===== src/rtl/pms_defs.svh =====
/*
  constants of the code-mode multichip sync block: register indexes, field
  positions, reset values and frame timing.
  assumes nothing; included by the package and by the design modules.
*/
`ifndef PMS_DEFS_SVH
`define PMS_DEFS_SVH
// register indexes, byte address is four times the index
`define PMS_IDX_CTRL     8'h01
`define PMS_IDX_CFG      8'h03
`define PMS_IDX_STAT     8'h09
`define PMS_IDX_MASK     8'h0A
// control register fields
`define PMS_CTRL_CODE    13
`define PMS_CTRL_MODE    12
`define PMS_CTRL_PULSE   11
`define PMS_CTRL_WMASK   32'h0000_3800
`define PMS_CTRL_RST     32'h0000_0000
// configuration register fields
`define PMS_CFG_THR_HI   31
`define PMS_CFG_THR_LO   27
`define PMS_CFG_RXEN     26
`define PMS_CFG_TXEN     25
`define PMS_CFG_IDLY_HI  23
`define PMS_CFG_IDLY_LO  19
`define PMS_CFG_ODLY_HI  15
`define PMS_CFG_ODLY_LO  11
`define PMS_CFG_OPOL     9
`define PMS_CFG_CST_HI   7
`define PMS_CFG_CST_LO   4
`define PMS_CFG_WMASK    32'hFFF8_FEF0
`define PMS_CFG_RST      32'h8000_0400
// status register fields
`define PMS_STAT_DERR    5
`define PMS_STAT_SERR    6
`define PMS_STAT_LOCK    10
`define PMS_STAT_LOST    11
`define PMS_STAT_CLR     12
// mask register fields, one masks the flag
`define PMS_MASK_DERR    0
`define PMS_MASK_SERR    1
// code and frame
`define PMS_PN_WORD      32'hE6A1_3B59
`define PMS_FRAME_LAST   6'h3F
`define PMS_PHASE_LAST   6'h1F
`define PMS_THR_BASE     6'h10
`define PMS_RESP_OKAY    2'h0
`define PMS_RESP_SLVERR  2'h2
`endif


===== src/rtl/pms_pkg.sv =====
/*
  types and helpers of the multichip sync block.
  assumes the constants header sits beside it.
*/
`default_nettype none
`include "pms_defs.svh"
package pms_pkg;
  typedef enum logic {st_search, st_track} pms_rx_state_t;
  typedef struct packed {
    logic [4:0] thresh;
    logic       rx_en;
    logic       tx_en;
    logic [4:0] in_dly;
    logic [4:0] out_dly;
    logic       out_half;
    logic [3:0] clk_state;
  } pms_cfg_t;
  // unpack the configuration word into its fields
  function automatic pms_cfg_t pms_cfg_f(input logic [31:0] r);
    pms_cfg_t c;
    c.thresh    = r[`PMS_CFG_THR_HI:`PMS_CFG_THR_LO];
    c.rx_en     = r[`PMS_CFG_RXEN];
    c.tx_en     = r[`PMS_CFG_TXEN];
    c.in_dly    = r[`PMS_CFG_IDLY_HI:`PMS_CFG_IDLY_LO];
    c.out_dly   = r[`PMS_CFG_ODLY_HI:`PMS_CFG_ODLY_LO];
    c.out_half  = r[`PMS_CFG_OPOL];
    c.clk_state = r[`PMS_CFG_CST_HI:`PMS_CFG_CST_LO];
    return c;
  endfunction
  // matching chips needed for a threshold: larger threshold, closer match
  function automatic logic [5:0] pms_need(input logic [4:0] thr);
    return `PMS_THR_BASE + {2'h0, thr[4:1]};
  endfunction
endpackage
`default_nettype wire


===== src/rtl/pms_pn_tx.sv =====
/*
  frame generator of the sync code: 32 code chips then 32 phase bits.
  assumes en held steady for whole frames; phase_word sampled at frame start.
*/
`timescale 1ns/100ps
`default_nettype none
`include "pms_defs.svh"
module pms_pn_tx import pms_pkg::*; (
  input  wire logic        clk_sys,
  input  wire logic        rst_b,
  input  wire logic        en,
  input  wire logic [31:0] phase_word,
  output logic             code_bit
);
  logic [5:0]  cnt_reg, cnt_next;
  logic [63:0] sh_reg, sh_next;
  logic        bit_reg, bit_next;

  // load a new frame at count zero, otherwise shift the next chip out
  always_comb begin
    logic [63:0] w;
    w        = (cnt_reg == 6'h00) ? {`PMS_PN_WORD, phase_word} : {sh_reg[62:0], 1'h0};
    cnt_next = en ? cnt_reg + 6'h01 : 6'h00;
    sh_next  = en ? w : 64'h0;
    bit_next = en ? w[63] : 1'h0;
  end

  // frame state registers
  always_ff @(posedge clk_sys or negedge rst_b) begin
    if (!rst_b) begin
      cnt_reg <= 6'h00;
      sh_reg  <= 64'h0;
      bit_reg <= 1'h0;
    end else begin
      cnt_reg <= cnt_next;
      sh_reg  <= sh_next;
      bit_reg <= bit_next;
    end
  end

  assign code_bit = bit_reg;
endmodule
`default_nettype wire


===== src/rtl/pms_correlator.sv =====
/*
  correlator: counts window chips that agree with the expected code.
  assumes the window holds the newest chip in bit 0.
*/
`timescale 1ns/100ps
`default_nettype none
`include "pms_defs.svh"
module pms_correlator import pms_pkg::*; (
  input  wire logic [31:0] window,
  input  wire logic [4:0]  thresh,
  output logic             hit
);
  logic [31:0] agree;
  logic [5:0]  count;

  // population count of agreeing chips, compared with the needed count
  always_comb begin
    agree = ~(window ^ `PMS_PN_WORD);
    count = 6'h00;
    for (int i = 0; i < 32; i++) begin
      count = count + {5'h00, agree[i]};
    end
    hit = (count >= pms_need(thresh));
  end
endmodule
`default_nettype wire


===== src/rtl/pms_sync_top.sv =====
/*
  code-mode multichip sync engine with timing-error interrupt, AXI4-Lite slave.
  assumes sync_in already sampled on clk_sys behind the analog input delay,
  the error inputs are one-cycle pulses from timing monitors, and the pin pad
  resolves the open-drain interrupt from irq_oe.
*/
// The implementer's own choices: the AXI4-Lite register port and the register addresses.
// Behaviour
// - align clock state and oscillator phase everywhere
// - master drives output; all enable input
// - master sends the encoded sync frame
// - one alignment pulse per recognised code
// - threshold field sets required match, default 16
// - lock decided over many chips
// - lock status bit readable at bit 10
// - sticky lost bit, cleared by clear bit
// - output delay field steers transmit delay taps
// - polarity bit delays output half period
// - input delay field steers receive delay taps
// - interrupt open drain, active low, never high
// - two error flags raise interrupt, maskable
// - error flags latched until written
// - pulse loads programmed clock state
// - clock state machine runs 32 states
// - slaves load master phase from frame
`timescale 1ns/100ps
`default_nettype none
`include "pms_defs.svh"
module pms_sync_top import pms_pkg::*; (
  input  wire logic        clk_sys,
  input  wire logic        rst_b,
  input  wire logic [11:0] s_axi_awaddr,
  input  wire logic        s_axi_awvalid,
  output logic             s_axi_awready,
  input  wire logic [31:0] s_axi_wdata,
  input  wire logic [3:0]  s_axi_wstrb,
  input  wire logic        s_axi_wvalid,
  output logic             s_axi_wready,
  output logic [1:0]       s_axi_bresp,
  output logic             s_axi_bvalid,
  input  wire logic        s_axi_bready,
  input  wire logic [11:0] s_axi_araddr,
  input  wire logic        s_axi_arvalid,
  output logic             s_axi_arready,
  output logic [31:0]      s_axi_rdata,
  output logic [1:0]       s_axi_rresp,
  output logic             s_axi_rvalid,
  input  wire logic        s_axi_rready,
  input  wire logic        sync_in,
  output logic             sync_out,
  output logic             sync_out_oe,
  output logic [4:0]       sync_out_dly,
  output logic             sync_out_half,
  output logic [4:0]       sync_in_dly,
  input  wire logic [31:0] nco_phase_in,
  output logic [31:0]      nco_phase_out,
  output logic             nco_load,
  output logic             align_pulse,
  output logic [4:0]       clk_gen_state,
  output logic             sync_lock,
  input  wire logic        data_timing_err,
  input  wire logic        sync_timing_err,
  output logic             irq_out,
  output logic             irq_oe
);
  // bus side state
  logic        aw_hold_reg, aw_hold_next, w_hold_reg, w_hold_next;
  logic [7:0]  aw_idx_reg, aw_idx_next;
  logic [31:0] wdata_reg, wdata_next;
  logic [3:0]  wstrb_reg, wstrb_next;
  logic        bvalid_reg, bvalid_next, rvalid_reg, rvalid_next;
  logic [1:0]  bresp_reg, bresp_next, rresp_reg, rresp_next;
  logic [31:0] rdata_reg, rdata_next;
  logic        do_wr;
  // register file state
  logic [31:0] ctrl_reg, ctrl_next, cfg_reg, cfg_next;
  logic        clr_reg, clr_next;
  logic [1:0]  mask_reg, mask_next, err_reg, err_next;
  logic        irq_oe_reg, irq_oe_next;
  // receiver and clock state machine state
  pms_rx_state_t st_reg, st_next;
  logic [5:0]  fcnt_reg, fcnt_next;
  logic [31:0] win_reg, win_next, ph_reg, ph_next;
  logic        lock_reg, lock_next, lost_reg, lost_next;
  logic        align_reg, align_next, load_reg, load_next;
  logic [4:0]  csm_reg, csm_next;
  logic        tx_on_reg, tx_on_next;
  pms_cfg_t    cfg;
  logic        code_mode, rx_act, hit, tx_bit;

  // index is mapped when it names one of the four registers
  function automatic logic mapped(input logic [7:0] idx);
    return idx == `PMS_IDX_CTRL || idx == `PMS_IDX_CFG ||
           idx == `PMS_IDX_STAT || idx == `PMS_IDX_MASK;
  endfunction

  // byte-lane merge of a write into a register with writable bits wm
  function automatic logic [31:0] merge(input logic [31:0] old, input logic [31:0] d,
                                        input logic [3:0] strb, input logic [31:0] wm);
    logic [31:0] lanes;
    lanes = {{8{strb[3]}}, {8{strb[2]}}, {8{strb[1]}}, {8{strb[0]}}} & wm;
    return (old & ~lanes) | (d & lanes);
  endfunction

  assign cfg       = pms_cfg_f(cfg_reg);
  assign code_mode = ctrl_reg[`PMS_CTRL_CODE] & ctrl_reg[`PMS_CTRL_MODE] &
                     ~ctrl_reg[`PMS_CTRL_PULSE];
  assign rx_act    = code_mode & cfg.rx_en;
  assign do_wr     = aw_hold_reg & w_hold_reg & ~bvalid_reg;

  // AXI4-Lite channels: address and data held apart, response after both
  always_comb begin
    aw_hold_next = aw_hold_reg;
    aw_idx_next  = aw_idx_reg;
    w_hold_next  = w_hold_reg;
    wdata_next   = wdata_reg;
    wstrb_next   = wstrb_reg;
    bvalid_next  = bvalid_reg;
    bresp_next   = bresp_reg;
    rvalid_next  = rvalid_reg;
    rresp_next   = rresp_reg;
    rdata_next   = rdata_reg;
    if (s_axi_awvalid && !aw_hold_reg) begin
      aw_hold_next = 1'h1;
      aw_idx_next  = s_axi_awaddr[9:2];
    end
    if (s_axi_wvalid && !w_hold_reg) begin
      w_hold_next = 1'h1;
      wdata_next  = s_axi_wdata;
      wstrb_next  = s_axi_wstrb;
    end
    if (do_wr) begin
      aw_hold_next = 1'h0;
      w_hold_next  = 1'h0;
      bvalid_next  = 1'h1;
      bresp_next   = mapped(aw_idx_reg) ? `PMS_RESP_OKAY : `PMS_RESP_SLVERR;
    end else if (bvalid_reg && s_axi_bready) begin
      bvalid_next = 1'h0;
    end
    if (s_axi_arvalid && !rvalid_reg) begin
      rvalid_next = 1'h1;
      rresp_next  = mapped(s_axi_araddr[9:2]) ? `PMS_RESP_OKAY : `PMS_RESP_SLVERR;
      unique case (s_axi_araddr[9:2])
        `PMS_IDX_CTRL: rdata_next = ctrl_reg;
        `PMS_IDX_CFG:  rdata_next = cfg_reg;
        `PMS_IDX_STAT: begin
          rdata_next                 = 32'h0;
          rdata_next[`PMS_STAT_DERR] = err_reg[0];
          rdata_next[`PMS_STAT_SERR] = err_reg[1];
          rdata_next[`PMS_STAT_LOCK] = lock_reg;
          rdata_next[`PMS_STAT_LOST] = lost_reg;
          rdata_next[`PMS_STAT_CLR]  = clr_reg;
        end
        `PMS_IDX_MASK: rdata_next = {30'h0, mask_reg};
        default:       rdata_next = 32'h0;
      endcase
    end else if (rvalid_reg && s_axi_rready) begin
      rvalid_next = 1'h0;
    end
  end

  // bus side registers
  always_ff @(posedge clk_sys or negedge rst_b) begin
    if (!rst_b) begin
      aw_hold_reg <= 1'h0;
      aw_idx_reg  <= 8'h00;
      w_hold_reg  <= 1'h0;
      wdata_reg   <= 32'h0;
      wstrb_reg   <= 4'h0;
      bvalid_reg  <= 1'h0;
      bresp_reg   <= 2'h0;
      rvalid_reg  <= 1'h0;
      rresp_reg   <= 2'h0;
      rdata_reg   <= 32'h0;
    end else begin
      aw_hold_reg <= aw_hold_next;
      aw_idx_reg  <= aw_idx_next;
      w_hold_reg  <= w_hold_next;
      wdata_reg   <= wdata_next;
      wstrb_reg   <= wstrb_next;
      bvalid_reg  <= bvalid_next;
      bresp_reg   <= bresp_next;
      rvalid_reg  <= rvalid_next;
      rresp_reg   <= rresp_next;
      rdata_reg   <= rdata_next;
    end
  end

  // register writes, latched error flags and the interrupt level
  always_comb begin
    logic wr_stat;
    logic [1:0] w1c;
    wr_stat     = do_wr && aw_idx_reg == `PMS_IDX_STAT;
    w1c         = 2'h0;
    ctrl_next   = ctrl_reg;
    cfg_next    = cfg_reg;
    clr_next    = clr_reg;
    mask_next   = mask_reg;
    if (do_wr && aw_idx_reg == `PMS_IDX_CTRL)
      ctrl_next = merge(ctrl_reg, wdata_reg, wstrb_reg, `PMS_CTRL_WMASK);
    if (do_wr && aw_idx_reg == `PMS_IDX_CFG)
      cfg_next = merge(cfg_reg, wdata_reg, wstrb_reg, `PMS_CFG_WMASK);
    if (do_wr && aw_idx_reg == `PMS_IDX_MASK && wstrb_reg[0])
      mask_next = wdata_reg[1:0];
    if (wr_stat && wstrb_reg[1])
      clr_next = wdata_reg[`PMS_STAT_CLR];
    if (wr_stat && wstrb_reg[0])
      w1c = {wdata_reg[`PMS_STAT_SERR], wdata_reg[`PMS_STAT_DERR]};
    // a new error in the clearing cycle stays set
    err_next    = {sync_timing_err, data_timing_err} | (err_reg & ~w1c);
    irq_oe_next = |(err_reg & ~mask_reg);
  end

  // register file flip-flops
  always_ff @(posedge clk_sys or negedge rst_b) begin
    if (!rst_b) begin
      ctrl_reg   <= `PMS_CTRL_RST;
      cfg_reg    <= `PMS_CFG_RST;
      clr_reg    <= 1'h0;
      mask_reg   <= 2'h0;
      err_reg    <= 2'h0;
      irq_oe_reg <= 1'h0;
    end else begin
      ctrl_reg   <= ctrl_next;
      cfg_reg    <= cfg_next;
      clr_reg    <= clr_next;
      mask_reg   <= mask_next;
      err_reg    <= err_next;
      irq_oe_reg <= irq_oe_next;
    end
  end

  // code correlator on the receive window
  pms_correlator u_corr (
    .window (win_reg),
    .thresh (cfg.thresh),
    .hit    (hit)
  );

  // frame transmitter, master only, carrying the local oscillator phase
  pms_pn_tx u_tx (
    .clk_sys    (clk_sys),
    .rst_b      (rst_b),
    .en         (tx_on_reg),
    .phase_word (nco_phase_in),
    .code_bit   (tx_bit)
  );

  // receiver: search for the code, then track it once per 64-chip frame
  always_comb begin
    st_next    = st_reg;
    fcnt_next  = fcnt_reg + 6'h01;
    win_next   = rx_act ? {win_reg[30:0], sync_in} : 32'h0;
    lock_next  = lock_reg;
    lost_next  = lost_reg & ~clr_reg;
    align_next = 1'h0;
    load_next  = 1'h0;
    ph_next    = ph_reg;
    tx_on_next = code_mode & cfg.tx_en;
    if (!rx_act) begin
      st_next   = st_search;
      lock_next = 1'h0;
      fcnt_next = 6'h00;
    end else begin
      unique case (st_reg)
        st_search: begin
          if (hit) begin
            align_next = 1'h1;
            lock_next  = 1'h1;
            fcnt_next  = 6'h00;
            st_next    = st_track;
          end
        end
        st_track: begin
          if (fcnt_reg == `PMS_PHASE_LAST) begin
            load_next = 1'h1;
            ph_next   = win_reg;
          end
          if (fcnt_reg == `PMS_FRAME_LAST) begin
            if (hit) begin
              align_next = 1'h1;
              fcnt_next  = 6'h00;
            end else begin
              lock_next = 1'h0;
              lost_next = 1'h1;
              st_next   = st_search;
            end
          end
        end
      endcase
    end
    // the state machine free-runs over 32 states, reloaded by each pulse
    csm_next = align_next ? {1'h0, cfg.clk_state} : csm_reg + 5'h01;
  end

  // receiver and clock state machine flip-flops
  always_ff @(posedge clk_sys or negedge rst_b) begin
    if (!rst_b) begin
      st_reg    <= st_search;
      fcnt_reg  <= 6'h00;
      win_reg   <= 32'h0;
      lock_reg  <= 1'h0;
      lost_reg  <= 1'h0;
      align_reg <= 1'h0;
      load_reg  <= 1'h0;
      ph_reg    <= 32'h0;
      csm_reg   <= 5'h00;
      tx_on_reg <= 1'h0;
    end else begin
      st_reg    <= st_next;
      fcnt_reg  <= fcnt_next;
      win_reg   <= win_next;
      lock_reg  <= lock_next;
      lost_reg  <= lost_next;
      align_reg <= align_next;
      load_reg  <= load_next;
      ph_reg    <= ph_next;
      csm_reg   <= csm_next;
      tx_on_reg <= tx_on_next;
    end
  end

  // port drive
  assign s_axi_awready = ~aw_hold_reg;
  assign s_axi_wready  = ~w_hold_reg;
  assign s_axi_bvalid  = bvalid_reg;
  assign s_axi_bresp   = bresp_reg;
  assign s_axi_arready = ~rvalid_reg;
  assign s_axi_rvalid  = rvalid_reg;
  assign s_axi_rresp   = rresp_reg;
  assign s_axi_rdata   = rdata_reg;
  assign sync_out      = tx_bit;
  assign sync_out_oe   = tx_on_reg;
  assign sync_out_dly  = cfg.out_dly;
  assign sync_out_half = cfg.out_half;
  assign sync_in_dly   = cfg.in_dly;
  assign nco_phase_out = ph_reg;
  assign nco_load      = load_reg;
  assign align_pulse   = align_reg;
  assign clk_gen_state = csm_reg;
  assign sync_lock     = lock_reg;
  assign irq_out       = 1'h0;
  assign irq_oe        = irq_oe_reg;
endmodule
`default_nettype wire


===== config.mk =====
export PLATFORM = sky130hd
export DESIGN_NAME = pms_sync_top
export DESIGN_NICKNAME = d
export VERILOG_FILES = /design/src/rtl/pms_pkg.sv /design/src/rtl/pms_pn_tx.sv /design/src/rtl/pms_correlator.sv /design/src/rtl/pms_sync_top.sv
export VERILOG_INCLUDE_DIRS = /design/src /design/src/rtl
export SDC_FILE = /design/constraint.sdc
export NUM_CORES = 1
export LEC_CHECK = 0
export ABC_AREA = 1
export BUFFER_PORTS_ARGS = -buffer_cell sky130_fd_sc_hd__clkbuf_2
export CAP_MARGIN = 5
export CORE_ASPECT_RATIO = 1.4
export CORE_MARGIN = 5
export CORE_UTILIZATION = 50
export CTS_BUF_LIST = sky130_fd_sc_hd__clkbuf_8 sky130_fd_sc_hd__clkbuf_16
export DETAILED_ROUTE_END_ITERATION = 8
export PLACE_DENSITY = 0.78
export SKIP_CTS_REPAIR_TIMING = 1
export SYNTH_ARGS = -nofsm -noshare
export SYNTH_HDL_FRONTEND = slang
export SYNTH_SLANG_ARGS = --single-unit

===== constraint.sdc =====
create_clock -name clk_sys -period 6.2 [get_ports clk_sys]
set_clock_uncertainty 0.2 [all_clocks]
set_input_delay 1.24 -clock clk_sys [delete_from_list [all_inputs] [get_ports clk_sys]]
set_output_delay 1.24 -clock clk_sys [all_outputs]
set_load 0.05 [all_outputs]

Yosys cells after proc, flatten, opt, wreduce, memory -nomap -nowiden
Cells that the tools add are included.

Add/sub/neg operators: 35. Reductions and logical operators: 29. Magnitude comparators: 1. Mux-type cells: 41. Equal/unequal tests: 13. Bitwise operators: 29.

Operators by type and width (count): 6-bit by 1-bit adder with 6-bit output (30); 32-bit case mux with 4 select lines (1); 32-bit bitwise AND (3); 64-bit 2-to-1 mux (1); 32-bit inverter (2); 32-bit bitwise OR (2); 63-bit 2-to-1 mux (1); 32-bit by 14-bit bitwise AND with 32-bit output (1); 8-bit by 4-bit equality test with 1-bit output (second input constant) (4); 32-bit 2-to-1 mux (1); 14-bit inverter with 32-bit output (1); 1-bit 2-to-1 mux (25); 6-bit 2-to-1 mux (4); 17-bit inverter (1); 8-bit by 1-bit equality test with 1-bit output (second input constant) (2); 8-bit by 2-bit equality test with 1-bit output (second input constant) (2); 6-bit by 1-bit adder with 6-bit output (second input constant) (2); 1-bit logical AND (12); 6-bit case mux with 2 select lines (1); 2-bit nonzero test (4); 1-bit bitwise AND (7); 1-bit inverter (7); 5-bit by 4-bit adder with 6-bit output (first input constant) (1); 6-bit by 5-bit equality test with 1-bit output (second input constant) (1); other kinds (17) (32).

Word-level logic and storage cells: 177. Flip-flop bits (word level): 305. Output and inout port bits: 96. Input port bits: 102.

Depth between registers and ports, before layout
Gate-level depths: netlist of run 1.

Depth after elaboration: 39. Gate-level depth with buffers: 29.

Hierarchy
From an unflattened synthesis of run 1, not the netlist that was laid out.

Cells, all modules: 1196. Area, all modules: 11269.6 µm².

Modules (own cells, without submodules): pms_sync_top (times used 1, area an instance 7505.9 µm², cells each 783, seq. area each 4606.9 µm²); pms_pn_tx (times used 1, area an instance 2781.4 µm², cells each 289, seq. area each 1751.7 µm²); pms_correlator (times used 1, area an instance 982.2 µm², cells each 124, seq. area each 0.0 µm²).

Least setup slack after synthesis of run 1
OpenSTA, ideal clock, no wires.

Path kind: reg-to-reg. Start point: register win_reg[1]. End point: register fcnt_reg[0]. Arrival: 5.463 ns. Path buffers: 0. Library setup time: 0.072 ns. Path slack: 0.466 ns. Stages on the path, launching flop included: 27. Path through: dfrtp_1 -> inv_1 -> ha_1 -> fa_1 -> inv_1 -> fa_1 -> fa_1 -> inv_1 -> fa_1 -> inv_1 -> fa_1 -> inv_1 -> fa_1 -> fa_1 -> inv_1 -> fa_1 -> inv_1 -> ha_1 -> nand2_1 -> nand2_1 -> nand2_1 -> nand2_1 -> nand2_1 -> nand2_2 -> nand2_1 -> nand2_2 -> nor2_1.

Longest elaborated chain between the ends: 37.

RTL lines: start: declaration (line pms_sync_top.sv:83) `logic [31:0] win_reg, win_next, ph_reg, ph_next;`; start signal: assignment (line pms_sync_top.sv:312) `win_reg <= win_next;`; 32-bit inverter (*) (line pms_correlator.sv:18) `` agree = ~(window ^ `PMS_PN_WORD); ``; 1-bit by 1-bit adder with 2-bit output (*) (line pms_correlator.sv:21) `count = count + {5'h00, agree[i]};`; 6-bit by 1-bit adder with 6-bit output (*) (30 in series) (line pms_correlator.sv:21); 6-bit greater-or-equal comparator (*) (line pms_correlator.sv:23) `hit = (count >= pms_need(thresh));`; 6-bit 2-to-1 mux (*) (line pms_sync_top.sv:267, pms_sync_top.sv:280); 6-bit 2-to-1 mux (line pms_sync_top.sv:279) `` if (fcnt_reg == `PMS_FRAME_LAST) begin ``; 6-bit case mux with 2 select lines (*) (line pms_sync_top.sv:265) `unique case (st_reg)`; 6-bit 2-to-1 mux (*) (line pms_sync_top.sv:260) `if (!rx_act) begin`; via fcnt_next[0] (line pms_sync_top.sv:82) `logic [5:0] fcnt_reg, fcnt_next;`; end signal: assignment (line pms_sync_top.sv:311) `fcnt_reg <= fcnt_next;`; end: declaration (line pms_sync_top.sv:82).

The timed path passes the listed nets; every way through them passes the cells marked *. A chain may end at the register's enable or synchronous reset.

Final worst setup path of run 1
Start point: register win_reg[0]. End point: register fcnt_reg[0].

Longest elaborated chain between the ends: 38.

RTL lines (line): 17-bit inverter (no line) (*); 32-bit inverter (*) (pms_correlator.sv:18); 1-bit by 1-bit adder with 2-bit output (*) (pms_correlator.sv:21); 6-bit by 1-bit adder with 6-bit output (*) (30 in series) (pms_correlator.sv:21); 6-bit greater-or-equal comparator (*) (pms_correlator.sv:23); 6-bit 2-to-1 mux (*) (pms_sync_top.sv:267, pms_sync_top.sv:280); 6-bit 2-to-1 mux (pms_sync_top.sv:279); 6-bit case mux with 2 select lines (*) (pms_sync_top.sv:265); 6-bit 2-to-1 mux (*) (pms_sync_top.sv:260); via fcnt_next[0] (pms_sync_top.sv:82).

Marks and branches as above.

==> results of run 1 <==
[logic make-up after synthesis]
group | share of synthesized area
buf+inv | 0.0837
compound gates | 0.0960
fa+ha+maj | 0.0625
other cells | 0.000344
xor+xnor | 0.00724
simple gates | 0.147
mux | 0.0196
flops | 0.584
[metal layers]
layer	up-vias	global-route usage
li1	3691	-
met1	3598	0.228
met2	162	0.316
met3	33	0.0385
met4	0	0.0469
met5	-	0
[cells in the final DEF, fill, tap and decap left out, types with 5 or more instances in the layout]
cell type and n:
inv_1 141, o21ai_2 24, mux2_2 19, conb_1 9, inv_2 6, nand2_2 14
fa_1 21, o21ai_0 56, nor2_1 88, clkbuf_16 25, nand2_1 227, a21oi_1 59
nor3_1 7, buf_4 7, dfrtp_1 252, o21ai_1 13, clkinv_2 5, o21a_1 17
ha_1 16, clkbuf_2 173, nand4_1 5, nor2_2 9, nand3_1 26
[worst max-delay path by stage]
stage	to	slack (ns)
after floorplan	fcnt_reg[0]	0.47
after global placement	fcnt_reg[0]	0.10
after detailed placement	fcnt_reg[3]	0.02
after CTS	fcnt_reg[2]	-0.04
after global routing	fcnt_reg[0]	0.0009
final	fcnt_reg[0]	0.26
[stage by stage]
stage | power, mW | setup TNS [ns] | setup WS [ns]
after floorplan | 2.35 | 0 | 0.466
after global placement | 2.48 | 0 | 0.104
after detailed placement | 2.50 | 0 | 0.0228
after CTS | 4.03 | -0.151 | -0.0361
after global routing | 4.17 | 0 | 0.000900
final | 3.98 | 0 | 0.257
[power breakdown]
| part | total [mW] | internal [mW] | switching, mW |
|---|---|---|---|
| Combinational | 0.545 | 0.176 | 0.368 |
| Sequential | 1.93 | 1.83 | 0.0908 |
| Clock | 1.51 | 0.904 | 0.605 |
[cell type report]
cell class              instances  area share
inverters                     144      0.0424
clock buffers                  29      0.0534
flip-flops and latches        254       0.499
repair buffers                182      0.0748
multi-input cells             642       0.290
well taps                     297      0.0291
clock inverters                14      0.0115
==> key figures, run 1 <==
Status
  – Status: finished, final reports clean

Synthesis
  – Sequential fraction of the synthesis area: 0.584
  – Distinct cells, synth: 41
  – Mean Syn Cell Area: 9.98 um^2
  – Post-Synthesis Cells: 1092
  – Cell taking the most area after synthesis: dfrtp_1
  – Mapped cell area: 10900 um^2
  – Synth async-reset ratio: 1.00
  – Most numerous cell in the Yosys netlist: dfrtp_1
  – Main synth FF type: dfrtp_1
  – Synth top cells by count: dfrtp_1 (252), nand2_1 (231), inv_1 (139)
  – Synth top area share: 0.579
  – Yosys Warn Count: 0
  – Post-synth EDFFs: 0
  – Dominant cells by area after synthesis: dfrtp_1 (58%), nand2_1 (8.0%), inv_1 (4.8%), fa_1 (4.4%), nor2_1 (3.1%)
  – Post-synthesis sequential element count: 254

Drt
  – Final WL: 21700 um
  – M1 WL: 8950 um
  – Via-per-instance ratio: 4.79
  – Number of DRC markers in iteration 0: 379
  – DRC Markers: 0
  – Met2 routed WL: 11100 um
  – Top sig layer: met4
  – Routed via count: 7484
  – Met3 WL: 1290 um
  – Final ANT Viol Nets: 0
  – DR pass1 iterations: 4
  – Mean routed wirelength per cell: 13.9 um

Layout
  – # fillers: 1833
  – Core Util, Final: 0.588
  – Multi-input logic area: 3700 um^2
  – Post-Layout Cell Count: 1562
  – Synthesis-to-finish area growth: 17.1%
  – Design area: 12800 um^2
  – Register Area: 6360 um^2
  – Fraction of layout cells with a size suffix above 1: 0.243
  – Nets: 1390
  – Ant. Diodes: 0

Critical path
  – Worst r2r src: win_reg[0]
  – Most frequent CP cell: fa_1
  – CP bufs+invs: 6
  – Reg-to-Reg End: fcnt_reg[0]
  – Critical path endpoint category: flip-flop
  – CP Class: flip-flop to flip-flop
  – Required @ worst endpoint: 6.44 ns
  – Worst-case reg-to-reg path depth: 25
  – CP max FO: 6
  – Crit path largest cell delay: 0.52 ns
  – Critical path's top delay family: adder cells
  – Critical path's slowest cell: fa_1
  – Worst Setup SP: win_reg[0]
  – CP Launch Type: flip-flop
  – Critical path depth: 25
  – Worst Path Arrival: 6.18 ns
  – R2R setup slack: 0.26 ns

Clock network
  – Reg clk slew, reported paths: 0.06 ns
  – Inserted Clock Buffers: 24
  – Root buffer cell: clkbuf_16
  – Sinks on Clock Net: 254
  – Clock Latency Late Sink: 0.51 ns
  – H-tree Lvls: 1
  – Clock Path Buffers: 3
  – CTS tree: done

Floorplanning
  – Die height: 185 um
  – Core area: 21700 um^2
  – Initial Utilization: 0.502
  – Full die area: 24900 um^2
  – Num rows: 64
  – Die X: 135 um
  – Top Ports: 198

Min path
  – Worst Hold Class: flip-flop to flip-flop
  – Startpoint of the worst hold path: fcnt_reg[0]
  – Hold Crit Endpoint: fcnt_reg[0]
  – Hold path cells: 1

Timing
  – Unrepaired setup endpoints after global routing: no
  – Tcrit/Tclk final: 0.959
  – Final Max Slew Viols: 0
  – Setup violators final: 0
  – Max-slew headroom: 0.369
  – Slew @ Worst Pin: 0.941 ns
  – WHS: 0.252 ns
  – Fmax achieved: 168 MHz
  – Post-route minimum period: 5.94 ns
  – Final Hold Viols: 0

GRT
  – Grt ovf: 0
  – Total Routing Usage GR: 0.180
  – Vias in the first global route: 7790
  – Largest net degree at the start of global routing: 143
  – First-pass GRT wire length: 37300 um
  – Initial antenna violation count: 0

Pwr
  – Worst VDD drop: 0.000388 V
  – Leak: 6.46 nW
  – Pwr/cell area: 312 nW/um^2

Placed design
  – GPL Wtd Cong: 0.782
  – Hpwl dp: 15300 um
  – Placed cells: 1515
  – PortBufs: 174
  – Post-place instance area: 11900 um^2

Job
  – Max Cap Viol: 0
Note: power is estimated with default switching activity, not from simulation.
==> run 2: changes to the inputs <==
==> constraint.sdc (replaced) <==
create_clock -name clk_sys -period 6.2 [get_ports clk_sys]
set_clock_uncertainty 0.2 [all_clocks]
set_input_delay 0.31 -clock clk_sys [delete_from_list [all_inputs] [get_ports clk_sys]]
set_output_delay 0.31 -clock clk_sys [all_outputs]
set_load 0.05 [all_outputs]
==> key figures, run 2 (same netlist as run 1, synthesis figures left out) <==
Clock network
  – Inserted Clock Buffers: 24 (unchanged)
  – Root buffer cell: clkbuf_16
  – Reg clk slew, reported paths: 0.06 ns (about the same)
  – CTS tree: done
  – H-tree Lvls: 1 (unchanged)
  – Clock Path Buffers: 3 (unchanged)
  – Clock Latency Late Sink: 0.51 ns (about the same)
  – Sinks on Clock Net: 254 (unchanged)

GRT
  – First-pass GRT wire length: 37000 um (-0.78%)
  – Grt ovf: 0 (unchanged)
  – Initial antenna violation count: 0 (unchanged)
  – Total Routing Usage GR: 0.179 (-0.00160)
  – Vias in the first global route: 7728 (-0.80%)
  – Largest net degree at the start of global routing: 136 (-4.9%)

Critical path
  – Worst Setup SP: win_reg[1]
  – CP Class: flip-flop to flip-flop
  – CP Launch Type: flip-flop
  – CP max FO: 6 (unchanged)
  – Worst Path Arrival: 6.19 ns (about the same)
  – Most frequent CP cell: fa_1
  – Crit path largest cell delay: 0.54 ns (+0.02 ns)
  – Worst r2r src: win_reg[1]
  – Critical path's slowest cell: fa_1
  – Critical path endpoint category: flip-flop
  – Required @ worst endpoint: 6.44 ns (about the same)

Floorplanning
  – Initial Utilization: 0.502 (unchanged)
  – Full die area: 24900 um^2 (unchanged)
  – Top Ports: 198 (unchanged)
  – Core area: 21700 um^2 (unchanged)
  – Die height: 185 um (unchanged)
  – Die X: 135 um (unchanged)
  – Num rows: 64 (unchanged)

Placed design
  – GPL Wtd Cong: 0.788 (+0.72%)
  – PortBufs: 174 (unchanged)
  – Post-place instance area: 11900 um^2 (about the same)
  – Hpwl dp: 15100 um (-1.0%)

Layout
  – Core Util, Final: 0.620 (+0.0326)
  – Design area: 13500 um^2 (+5.6%)
  – Ant. Diodes: 0 (unchanged)
  – Fraction of layout cells with a size suffix above 1: 0.226 (-0.0164)
  – Synthesis-to-finish area growth: 23.6%
  – Most used cells in the layout excluding fill and tap cells: dfrtp_1 (252), nand2_1 (226), clkbuf_2 (173)
  – Most common cell after layout, fill and taps aside: dfrtp_1
  – Nets: 1463 (+5.3%)

Pwr
  – Worst VDD drop: 0.000276 V (-29%)
  – Total power: 3.94 mW (-0.91%)
  – Leak: 6.75 nW (+4.5%)
  – Pwr/cell area: 293 nW/um^2 (-6.1%)

Drt
  – Mean routed wirelength per cell: 14.5 um (+4.3%)
  – Via-per-instance ratio: 4.81 (+0.41%)
  – Routed via count: 7871 (+5.2%)
  – Final WL: 23700 um (+9.2%)
  – DR pass1 iterations: 6 (+2)
  – DRC Markers: 0 (unchanged)
  – Number of DRC markers in iteration 0: 373 (-1.6%)
  – Final ANT Viol Nets: 0 (unchanged)

Status
  – Status: finished with violations
  – Failing checks: hold timing

Timing
  – Final Hold Viols: 1 (+1)
  – Fmax achieved: 168 MHz (-0.14%)
  – Setup violators final: 0 (unchanged)
  – Max-slew headroom: 0.362 (-0.00625)
  – Tcrit/Tclk final: 0.960 (+0.00134)
  – WHS: -0.00483 ns (-0.257 ns)
  – Slew @ Worst Pin: 0.953 ns (+0.0118 ns)
  – Final Max Slew Viols: 0 (unchanged)
  – Post-route minimum period: 5.95 ns (+0.00831 ns)

Min path
  – Worst Hold Class: primary input to flip-flop
  – Startpoint of the worst hold path: s_axi_araddr[3]

Job
  – Max Cap Viol: 0 (unchanged)
==> run 2: cell types whose count changed in the layout (fill, tap and decap cells not counted), moves of 2 or more <==
cell / delta
buf_4: -3
clkinv_2: -2
ha_4: +2
inv_1: +2
bufinv_16: -2
dlygate4sd3_1: +76
inv_2: +3
nand2_4: +2
ha_1: -2
==> run 2: report_power, final <==
group | total (mW) | switching (mW) | leakage [nW] | internal [mW]
sequential | 1.93 | 0.0922 | 3.40 | 1.83
combinational | 0.593 | 0.385 | 2.94 | 0.208
clock | 1.42 | 0.606 | 0.411 | 0.817
total | 3.94 | 1.08 | 6.75 | 2.86
==> run 2: worst paths after layout <==
path	end	slack (ns)	cells past startpoint
worst max-delay path	fcnt_reg[3]	0.25	26
worst min-delay path	s_axi_rdata[0]	-0.005	3
worst max register to register	fcnt_reg[3]	0.25	26
worst min register to register	fcnt_reg[0]	0.26	1
max in group asynchronous	async pin	4.31	3
min in group asynchronous	nco_phase_out[21]	0.23	2
==> run 2: routing by layer <==
layer / vias to the layer above / routed length, um / GRT usage
li1: 3834 / - / -
met5: - / 0 / 0
met4: 0 / 463 / 0.0432
met3: 40 / 1210 / 0.0352
met2: 183 / 12500 / 0.312
met1: 3814 / 9520 / 0.231
==> run 2: critical path: cells and delay by family (launching register included) <==
kind | cells | cell delay [ns]
simple gates | 9 | 0.69
buf+inv | 7 | 0.44
flops | 1 | 0.37
fa+ha+maj | 10 | 4.17
==> run 2: metrics by stage <==
stage / instances / setup TNS (ns) / worst slack, ns
2_1_floorplan: 1100 / 0 / 0.466
3_3_place_gp: 1516 / 0 / 0.151
3_5_place_dp: 1516 / 0 / 0.0488
4_1_cts: 1560 / 0 / 0.0233
5_1_grt: 1636 / -0.00372 / -0.00372
6_report: 1636 / 0 / 0.249
==> run 2: final cells by class <==
cell class | count | area, um^2
clock inverter | 15 | 93.8
clock buffer | 29 | 681
tap | 297 | 372
sequential | 254 | 6360
inverter | 144 | 541
fill | 1691 | 8240
multi-input combinational | 642 | 3720
timing repair buffer | 255 | 1690
